$ cat src/logic/lic_consts.vh
// Purpose: constants for the line interface control and status block
// Assumes: 10 MHz mclk, synchronous active-high reset
// Notes:   offsets are byte offsets on an 8-bit register port
//
// Summary of operation
// - Alarm bit 0 sends unframed all ones; 1 sends data normally.
// - Rising insert bit waits for two ones, then inserts one violation on the third one.
// - Next violation needs clear then set; none in composite-clock or 6312kHz modes.
// - Rising reset bit resets clock recovery and recentres jitter FIFO.
// - Bit 7 enables 12.8-to-2.048MHz PLL; selects jitter clock source.
// - Alternate-pattern bit drives continuous one-zero pattern on line outputs.
// - Monitor gain field picks boost: none, 20, 26 or 32 dB.
// - CMI invert bit flips CMI polarity at transmit and receive tip.
// - Receive termination: off, 75, 100, 120, 110 ohm; codes 101-111 off.
// - Transmit termination uses the same decode as receive termination.
// - Four-bit real-time receive level in 2.5 dB steps; upper bits zero.
// - Open-circuit status follows detector; absent in 6312kHz mode.
// - Current-limit status follows limiter; absent in CMI, 64kHz, 6312kHz.
// - Jitter trip bit latches near FIFO limit, clears on status read.
// - Unmasked open-circuit or current-limit interrupts on both edges.
// - Mask bit 4 gates the jitter trip interrupt.
// - Low clock-select bit enables 2.048-to-1.544MHz PLL, else bypassed.
`ifndef LIC_CONSTS_VH
`define LIC_CONSTS_VH

// ==========================================================
// Register offsets
`define LIC_OFS_RX_LEVEL   8'h11
`define LIC_OFS_STATUS     8'h14
`define LIC_OFS_MASK       8'h15
`define LIC_OFS_CTRL_B     8'h31
`define LIC_OFS_CTRL_C     8'h32
`define LIC_OFS_CTRL_D     8'h33

// ==========================================================
// Reset value
`define LIC_RST_VAL        8'h00

// ==========================================================
// Control b fields
`define LIC_B_CLK_SEL_LO   3
`define LIC_B_ALARM_N      4
`define LIC_B_INJECT       5
`define LIC_B_SOFT_RST     6
`define LIC_B_CLK_SEL_HI   7

// ==========================================================
// Control c fields
`define LIC_C_ALT_PAT      0
`define LIC_C_GAIN_LO      3
`define LIC_C_CMI_FLIP     6
`define LIC_C_CMI_ON       7
`define LIC_C_WMASK        8'hD9

// ==========================================================
// Control d fields
`define LIC_D_RX_TERM_LO   0
`define LIC_D_TX_TERM_LO   3
`define LIC_D_PRESCALE_LO  6

// ==========================================================
// Status and mask fields
`define LIC_S_OPEN         1
`define LIC_S_CURLIM       2
`define LIC_S_JA_TRIP      4
`define LIC_S_WMASK        8'h16

// ==========================================================
// Transmit modes and terminations
`define LIC_MODE_NORMAL    2'h0
`define LIC_MODE_COMPOSITE 2'h1
`define LIC_MODE_6312K     2'h2
`define LIC_TERM_OFF       3'h0
`define LIC_TERM_MAX       3'h4

// ==========================================================
// Soft reset pulse length
`define LIC_SOFT_RST_NS    200
`define LIC_CLK_NS         100
`define LIC_SOFT_RST_CYC   ((`LIC_SOFT_RST_NS + `LIC_CLK_NS - 1) / `LIC_CLK_NS)

`endif

$ cat src/logic/lic_line_if_regs.v
// Purpose: line interface control and status registers
// Assumes: 8-bit register port, read data one cycle after read strobe
// Notes:   analog detectors arrive as synchronous levels
//
// Implementation choice: the address-and-strobe port.
`timescale 1ns/1ps
`default_nettype none
`include "lic_consts.vh"
module lic_line_if_regs (
  input  wire       mclk,
  input  wire       rst,
  input  wire [7:0] reg_addr,
  input  wire [7:0] reg_wdata,
  input  wire       reg_wr,
  input  wire       reg_rd,
  output reg  [7:0] reg_rdata_r,
  input  wire [1:0] tx_mode,
  input  wire       tx_bit_en,
  input  wire       tx_data,
  input  wire [3:0] rx_level_in,
  input  wire       tx_open_in,
  input  wire       tx_curlim_in,
  input  wire       ja_near_limit,
  output wire       tx_line_bit,
  output wire       tx_line_bpv,
  output reg        cmi_coding_on_r,
  output reg        cmi_polarity_flip_r,
  output reg  [1:0] monitor_gain_r,
  output reg  [2:0] rx_term_r,
  output reg  [2:0] tx_term_r,
  output reg  [1:0] master_clk_prescale_r,
  output reg        ja_clk_sel_hi_r,
  output reg        ja_clk_sel_lo_r,
  output reg        line_if_soft_reset_r,
  output reg        irq_n_r
);

  reg  [7:0] ctrl_b_r;
  reg  [7:0] ctrl_c_r;
  reg  [7:0] ctrl_d_r;
  reg  [7:0] mask_r;
  reg  [3:0] rx_level_r;
  reg        open_r;
  reg        curlim_r;
  reg        ja_trip_r;
  reg        open_evt_r;
  reg        curlim_evt_r;
  reg        soft_d_r;
  reg  [1:0] soft_cnt_r;
  reg  [7:0] rdata_nxt;
  wire [7:0] status_w;
  wire       open_cond;
  wire       curlim_cond;
  wire       status_rd;
  wire       wr_b;
  wire       wr_c;
  wire       wr_d;
  wire       wr_m;

  localparam [31:0] SOFT_CYC = `LIC_SOFT_RST_CYC;

  // ==========================================================
  // Decode helpers
  function hit;
    input [7:0] a;
    input [7:0] ofs;
    begin
      hit = (a == ofs);
    end
  endfunction

  function [2:0] term_dec;
    input [2:0] code;
    begin
      if (code > `LIC_TERM_MAX)
        term_dec = `LIC_TERM_OFF;
      else
        term_dec = code;
    end
  endfunction

  assign wr_b      = reg_wr && hit(reg_addr, `LIC_OFS_CTRL_B);
  assign wr_c      = reg_wr && hit(reg_addr, `LIC_OFS_CTRL_C);
  assign wr_d      = reg_wr && hit(reg_addr, `LIC_OFS_CTRL_D);
  assign wr_m      = reg_wr && hit(reg_addr, `LIC_OFS_MASK);
  assign status_rd = reg_rd && hit(reg_addr, `LIC_OFS_STATUS);

  // Detectors gated off in modes where they are not provided
  assign open_cond   = tx_open_in && tx_mode != `LIC_MODE_6312K;
  assign curlim_cond = tx_curlim_in && tx_mode == `LIC_MODE_NORMAL &&
                       !ctrl_c_r[`LIC_C_CMI_ON];

  assign status_w = {3'h0, ja_trip_r, 1'b0, curlim_r, open_r, 1'b0};

  // ==========================================================
  // Control registers; unused bits of control c and mask forced to zero, control b stored as written
  always @(posedge mclk) begin
    if (rst) begin
      ctrl_b_r <= `LIC_RST_VAL;
      ctrl_c_r <= `LIC_RST_VAL;
      ctrl_d_r <= `LIC_RST_VAL;
      mask_r   <= `LIC_RST_VAL;
    end else begin
      if (wr_b)
        ctrl_b_r <= reg_wdata;
      if (wr_c)
        ctrl_c_r <= reg_wdata & `LIC_C_WMASK;
      if (wr_d)
        ctrl_d_r <= reg_wdata;
      if (wr_m)
        mask_r <= reg_wdata & `LIC_S_WMASK;
    end
  end

  // ==========================================================
  // Control outputs
  always @(posedge mclk) begin
    if (rst) begin
      cmi_coding_on_r       <= 1'b0;
      cmi_polarity_flip_r   <= 1'b0;
      monitor_gain_r        <= 2'h0;
      rx_term_r             <= 3'h0;
      tx_term_r             <= 3'h0;
      master_clk_prescale_r <= 2'h0;
      ja_clk_sel_hi_r       <= 1'b0;
      ja_clk_sel_lo_r       <= 1'b0;
    end else begin
      cmi_coding_on_r       <= ctrl_c_r[`LIC_C_CMI_ON];
      cmi_polarity_flip_r   <= ctrl_c_r[`LIC_C_CMI_FLIP];
      monitor_gain_r        <= ctrl_c_r[`LIC_C_GAIN_LO +: 2];
      rx_term_r             <= term_dec(ctrl_d_r[`LIC_D_RX_TERM_LO +: 3]);
      tx_term_r             <= term_dec(ctrl_d_r[`LIC_D_TX_TERM_LO +: 3]);
      master_clk_prescale_r <= ctrl_d_r[`LIC_D_PRESCALE_LO +: 2];
      ja_clk_sel_hi_r       <= ctrl_b_r[`LIC_B_CLK_SEL_HI];
      ja_clk_sel_lo_r       <= ctrl_b_r[`LIC_B_CLK_SEL_LO];
    end
  end

  // ==========================================================
  // Soft reset pulse on rising edge of the reset bit
  always @(posedge mclk) begin
    if (rst) begin
      soft_d_r             <= 1'b0;
      soft_cnt_r           <= 2'h0;
      line_if_soft_reset_r <= 1'b0;
    end else begin
      soft_d_r <= ctrl_b_r[`LIC_B_SOFT_RST];
      if (ctrl_b_r[`LIC_B_SOFT_RST] && !soft_d_r) begin
        soft_cnt_r           <= SOFT_CYC[1:0];
        line_if_soft_reset_r <= 1'b1;
      end else if (soft_cnt_r != 2'h0) begin
        soft_cnt_r           <= soft_cnt_r - 2'h1;
        line_if_soft_reset_r <= (soft_cnt_r != 2'h1);
      end else
        line_if_soft_reset_r <= 1'b0;
    end
  end

  // ==========================================================
  // Status and edge events; set wins over clear by read
  always @(posedge mclk) begin
    if (rst) begin
      rx_level_r   <= 4'h0;
      open_r       <= 1'b0;
      curlim_r     <= 1'b0;
      ja_trip_r    <= 1'b0;
      open_evt_r   <= 1'b0;
      curlim_evt_r <= 1'b0;
    end else begin
      rx_level_r <= rx_level_in;
      open_r     <= open_cond;
      curlim_r   <= curlim_cond;
      if (open_cond != open_r)
        open_evt_r <= 1'b1;
      else if (status_rd)
        open_evt_r <= 1'b0;
      if (curlim_cond != curlim_r)
        curlim_evt_r <= 1'b1;
      else if (status_rd)
        curlim_evt_r <= 1'b0;
      if (ja_near_limit)
        ja_trip_r <= 1'b1;
      else if (status_rd)
        ja_trip_r <= 1'b0;
    end
  end

  // ==========================================================
  // Interrupt request, active low
  always @(posedge mclk) begin
    if (rst)
      irq_n_r <= 1'b1;
    else
      irq_n_r <= ~((open_evt_r   && mask_r[`LIC_S_OPEN])   ||
                   (curlim_evt_r && mask_r[`LIC_S_CURLIM]) ||
                   (ja_trip_r    && mask_r[`LIC_S_JA_TRIP]));
  end

  // ==========================================================
  // Read path; unmapped addresses read zero
  always @* begin
    if (hit(reg_addr, `LIC_OFS_RX_LEVEL))
      rdata_nxt = {4'h0, rx_level_r};
    else if (hit(reg_addr, `LIC_OFS_STATUS))
      rdata_nxt = status_w;
    else if (hit(reg_addr, `LIC_OFS_MASK))
      rdata_nxt = mask_r;
    else if (hit(reg_addr, `LIC_OFS_CTRL_B))
      rdata_nxt = ctrl_b_r;
    else if (hit(reg_addr, `LIC_OFS_CTRL_C))
      rdata_nxt = ctrl_c_r;
    else if (hit(reg_addr, `LIC_OFS_CTRL_D))
      rdata_nxt = ctrl_d_r;
    else
      rdata_nxt = 8'h00;
  end

  always @(posedge mclk) begin
    if (rst)
      reg_rdata_r <= 8'h00;
    else if (reg_rd)
      reg_rdata_r <= rdata_nxt;
    else
      reg_rdata_r <= 8'h00;
  end

  // ==========================================================
  // Transmit shaper; outputs are its flip-flops
  lic_tx_shaper u_shaper (
    .mclk             (mclk),
    .rst              (rst),
    .tx_bit_en        (tx_bit_en),
    .tx_data          (tx_data),
    .alarm_ones_n     (ctrl_b_r[`LIC_B_ALARM_N]),
    .alt_pattern      (ctrl_c_r[`LIC_C_ALT_PAT]),
    .inject_violation (ctrl_b_r[`LIC_B_INJECT]),
    .tx_mode          (tx_mode),
    .line_bit_r       (tx_line_bit),
    .line_bpv_r       (tx_line_bpv)
  );

endmodule // lic_line_if_regs
`default_nettype wire

$ cat src/logic/lic_tx_shaper.v
// Purpose: transmit bit shaper with alarm, pattern and violation insert
// Assumes: one transmit bit per cycle while tx_bit_en is high
// Notes:   emits bit and a violation flag; the analog driver forms the pulses
`timescale 1ns/1ps
`default_nettype none
`include "lic_consts.vh"
module lic_tx_shaper (
  input  wire       mclk,
  input  wire       rst,
  input  wire       tx_bit_en,
  input  wire       tx_data,
  input  wire       alarm_ones_n,
  input  wire       alt_pattern,
  input  wire       inject_violation,
  input  wire [1:0] tx_mode,
  output reg        line_bit_r,
  output reg        line_bpv_r
);

  reg       inject_d_r;
  reg       armed_r;
  reg       alt_r;
  reg [1:0] ones_r;
  reg       bit_nxt;

  // ==========================================================
  // Source select
  always @* begin
    if (alt_pattern)
      bit_nxt = alt_r;
    else if (!alarm_ones_n)
      bit_nxt = 1'b1;
    else
      bit_nxt = tx_data;
  end

  // ==========================================================
  // Violation arming; only an edge arms, so holding the bit set gives one
  always @(posedge mclk) begin
    if (rst) begin
      inject_d_r <= 1'b0;
      armed_r    <= 1'b0;
      alt_r      <= 1'b0;
      ones_r     <= 2'h0;
      line_bit_r <= 1'b0;
      line_bpv_r <= 1'b0;
    end else begin
      inject_d_r <= inject_violation;
      if (inject_violation && !inject_d_r &&
          tx_mode == `LIC_MODE_NORMAL)
        armed_r <= 1'b1;
      else if (tx_mode != `LIC_MODE_NORMAL)
        armed_r <= 1'b0;
      line_bpv_r <= 1'b0;
      if (tx_bit_en) begin
        alt_r      <= ~alt_r;
        line_bit_r <= bit_nxt;
        if (bit_nxt) begin
          // Mode gate here too: a mode change after arming must not leak one
          if (ones_r == 2'h2 && armed_r &&
              tx_mode == `LIC_MODE_NORMAL) begin
            line_bpv_r <= 1'b1;
            armed_r    <= 1'b0;
            ones_r     <= 2'h0;
          end else if (ones_r != 2'h2)
            ones_r <= ones_r + 2'h1;
        end else
          ones_r <= 2'h0;
      end
    end
  end

endmodule // lic_tx_shaper
`default_nettype wire

$ cat config.mk
export PLATFORM = sky130hd
export DESIGN_NAME = lic_line_if_regs
export DESIGN_NICKNAME = d
export VERILOG_FILES = /design/src/logic/lic_line_if_regs.v /design/src/logic/lic_tx_shaper.v
export VERILOG_INCLUDE_DIRS = /design/src /design/src/logic
export SDC_FILE = /design/constraint.sdc
export NUM_CORES = 1
export LEC_CHECK = 0
export BUFFER_PORTS_ARGS = -buffer_cell sky130_fd_sc_hd__buf_2
export CAP_MARGIN = 20
export CORE_ASPECT_RATIO = 0.75
export CORE_MARGIN = 10
export CORE_UTILIZATION = 44
export DETAILED_ROUTE_END_ITERATION = 10
export PLACE_DENSITY = 0.67
export SYNTH_ARGS = -nofsm -noshare
export SYNTH_HDL_FRONTEND = slang
export SYNTH_HIERARCHICAL = 1
export SYNTH_SLANG_ARGS = --single-unit
$ cat constraint.sdc
create_clock -name mclk -period 2.16 [get_ports mclk]
set_clock_uncertainty 0.2 [all_clocks]
set_input_delay 0.108 -clock mclk [delete_from_list [all_inputs] [get_ports mclk]]
set_output_delay 0.108 -clock mclk [all_outputs]
set_load 0.01 [all_outputs]
==> results.txt <==
synthesized instance count = 243
PD cells = 771.6 nW/µm²
slowest CP cell = dlygate4sd3_1
WP data arrival = 1.99 ns
Placed Cells = 370
Buffers on Ports = 56
Post-DP HPWL = 4.595 mm
die height = 85.64 µm
Data required, critical path = 2.25 ns
critical path capture point = curlim_r
launch point of the worst reg-to-reg path = ctrl_c_r[7]
Mapped Area = 2527 µm²
drc violations = 0
Critical path buffers and inverters = 3
Setup TNS = 0 ns
Non-Filler Instances = 411
IO Pins = 57
Final GP Congestion = 0.7968
Top Usage Layer GRT = met2
Initial DRC Count = 67
area grow syn2layout = 33.51%
worst-path fanout max = 4
Die Wd = 107.5 µm
met2 Use GR = 20.31%
H-Tree Depth = 3
flop-to-flop setup slack = 0.34 ns
antenna violations before repair = 0
post_cts resized = 0
Place WS = 0.4185 ns
final hold slack = 0.02651 ns
DRT Wirelength = 6.439 mm
cell repeated most along the worst path = dlygate4sd3_1
via count = 2066
post-synthesis net count = 275
critical path class = input pin to flop
die area = 9207 µm²
Starting Density = 46.47%
worst slew pin tran = 0.4646 ns
CP Capture Type = flop
WP depth = 5
Avg WL per Cell = 15.67 µm
met3 Use GR = 7.100%
row count = 23
Syn. warnings = 6
type of the tightest min-delay check = input pin to flop
synth unique cells = 44
Core Region = 5439 µm²
n_diodes = 0
nets = 363
final hold violation count = 0
global route overflow = 0
dpl cell area = 2897 µm²
crit path launch type = input pin
setup repair bufs after CTS = 0
Vias/cell = 5.027
path depth of the worst reg2reg path = 3
delay-heaviest family, CP = buffers and inverters
fin crit period = 1.904 ns
Leak = 1.569 nW
Clock Path Buffers = 2
first-pass GRT wire length = 10.47 mm
met1 Use GR = 18.53%
vias in the first global route = 2077
Post-CTS Hold Buffers = 25
Clock Sinks = 67
Max Slew Vio Count = 0
pin count of the biggest net entering global routing = 44
final setup violating endpoints = 0
reg2reg end = curlim_r
Inserted Clock Buffers = 9
Yosys reg bits = 67
maximum VDD drop = 0.0003768 V
highest cell delay on the worst timing path = 0.63 ns
period utilization = 88.16%
Seq/Total Area, Yosys = 53.07%
root buffer cell = clkbuf_8
Critical Path Start = tx_mode[1]
relative slew slack = 68.59%
CTS tree = done
achievable clock frequency = 525.1 MHz
run status = complete, no violations
Max Cap Viol = 0
Cell Chain, Critical Path = dlygate4sd3_1 -> buf_2 -> nor4b_1 -> dlygate4sd3_1 -> nor2b_1
clk_lat worst skew = 0.35 ns
share of cells above drive strength 1 = 26.49%
Total Routing Usage GR = 14.56%
drt first pass iters = 4
clock-pin slew on the worst setup and hold paths = 0.07 ns
antenna viol nets, final = 0
Fillers = 482
syn_area_per_cell = 10.40 µm²
final setup margin = 0.2557 ns
RSZ-0062 raised after global routing = no
final instance area = 3374 µm²
[flip-flops by register name, indices dropped and copies added (netlist names), 3 cells and up]
register and cells:
ctrl_b_r 8, ctrl_d_r 8, reg_rdata_r 8, ctrl_c_r 5, rx_level_r 4, mask_r 3
rx_term_r 3, tx_term_r 3
[tightest hold or removal path: cells and delay by family]
family,cells,cell delay [ns]
and+or+nand+nor,1,0.07
buffers and inverters,2,0.34
[per-stage QoR]
step	utilization, %	power [mW]
6_report	62.04	2.604
2_1_floorplan	-	1.362
3_3_place_gp	53.26	1.421
5_1_grt	62.04	2.698
4_1_cts	62.04	2.624
3_5_place_dp	53.26	1.424
[how the worst min path moves through the flow]
stage	startpoint	cells past startpoint	to	slack (ns)
6_report	reg_addr[0]	3	reg_rdata_r[5]	0.03
5_1_grt	reg_addr[2]	3	reg_rdata_r[1]	0.04
4_1_cts	reg_addr[2]	3	reg_rdata_r[1]	0.02
3_5_place_dp	ja_near_limit	3	ja_trip_r	0.12
3_3_place_gp	ja_near_limit	3	ja_trip_r	0.12
2_1_floorplan	rst	1	u_shaper/line_bit_r	-0.02
[report_power, final]
part | switching [mW] | total (mW) | internal (mW)
logic | 0.0833 | 0.169 | 0.0858
clock network | 0.460 | 1.17 | 0.711
registers | 0.0106 | 1.26 | 1.25
total | 0.554 | 2.60 | 2.05
[placed cells by master (no fill, tap or decap), types with 2 or more instances in the layout]
| cell type | count |
|---|---|
| a21oi_1 | 6 |
| a22oi_1 | 5 |
| buf_2 | 56 |
| buf_4 | 3 |
| bufinv_16 | 2 |
| clkbuf_8 | 11 |
| dfxtp_1 | 67 |
| dlygate4sd3_1 | 25 |
| inv_1 | 4 |
| mux2_2 | 5 |
| mux2i_1 | 22 |
| nand2_1 | 12 |
| nand2b_1 | 6 |
| nand3_1 | 2 |
| nand4_1 | 3 |
| nand4_2 | 3 |
| nor2_1 | 28 |
| nor2b_1 | 21 |
| nor3_1 | 3 |
| nor3b_1 | 6 |
| nor4b_1 | 4 |
| o21ai_0 | 10 |
| o2bb2ai_1 | 2 |
| o31ai_1 | 2 |
| o32ai_1 | 2 |
| or3b_2 | 2 |
| xor2_1 | 2 |
[cells in the mapped netlist]
cell / instances / area, µm²
clkbuf_1: 4 / 15.01
o2bb2ai_1: 2 / 17.52
xor2_1: 2 / 17.52
or2_0: 1 / 6.260
nor3_1: 3 / 15.01
o221a_1: 1 / 11.26
and3b_1: 1 / 8.760
nor3b_2: 1 / 12.51
or3b_4: 1 / 11.26
o32ai_1: 2 / 17.52
nor4b_4: 1 / 23.77
a22oi_1: 5 / 37.54
dfxtp_1: 67 / 1341
o211a_1: 1 / 10.01
a222oi_1: 1 / 10.01
and2_2: 1 / 7.510
a31oi_1: 1 / 6.260
inv_1: 4 / 15.01
nor4b_1: 4 / 35.03
a41oi_1: 1 / 8.760
o21a_1: 1 / 7.510
a311oi_1: 1 / 8.760
mux2i_1: 22 / 220.2
buf_2: 1 / 5.000
or2_2: 1 / 6.260
nand2_1: 12 / 45.04
a21oi_1: 6 / 30.03
and3_1: 1 / 6.260
nor2_1: 28 / 105.1
nand2b_1: 6 / 37.54
nor2b_1: 21 / 131.4
nand3_1: 2 / 10.01
ha_1: 1 / 12.51
mux2_2: 5 / 56.30
nor3b_1: 6 / 45.04
o31ai_1: 2 / 15.01
o21ai_0: 10 / 50.05
a32o_1: 1 / 10.01
buf_1: 2 / 7.510
xnor2_1: 1 / 8.760
or3b_2: 2 / 17.52
o211ai_1: 1 / 7.510
nand4_1: 3 / 18.77
nand4_2: 3 / 37.54
[kinds of logic (layout without fill, tap and decap cells)]
group	after synthesis	in the layout	share of synthesized area (%)
DFF	67	67	53.07
and+or+nand+nor	98	98	22.97
AOI/OAI and AO/OA	36	36	9.803
buffers and inverters	11	104	1.683
xor gates and xnor gates	3	3	1.040
adders and majority gates	1	1	0.4950
muxes	27	27	10.94
[metal layers]
| metal | vias to the layer above | routed length, µm |
|---|---|---|
| met3 | 12 | 471 |
| met1 | 953 | 3220 |
| li1 | 1044 | - |
| met4 | 0 | 115 |
| met2 | 57 | 2631 |
| met5 | - | 0 |
[area by class of cell]
| type | instances | area [µm²] | area share [%] |
|---|---|---|---|
| clock buffers | 12 | 155.1 | 4.598 |
| clock inverters | 4 | 72.57 | 2.151 |
| inverters | 4 | 15.01 | 0.4449 |
| well taps | 75 | 93.84 | 2.781 |
| flip-flops and latches | 67 | 1341 | 39.75 |
| multi-input cells | 165 | 1144 | 33.89 |
| repair buffers | 84 | 553.0 | 16.39 |
Note: power is estimated with default switching activity, not from simulation.
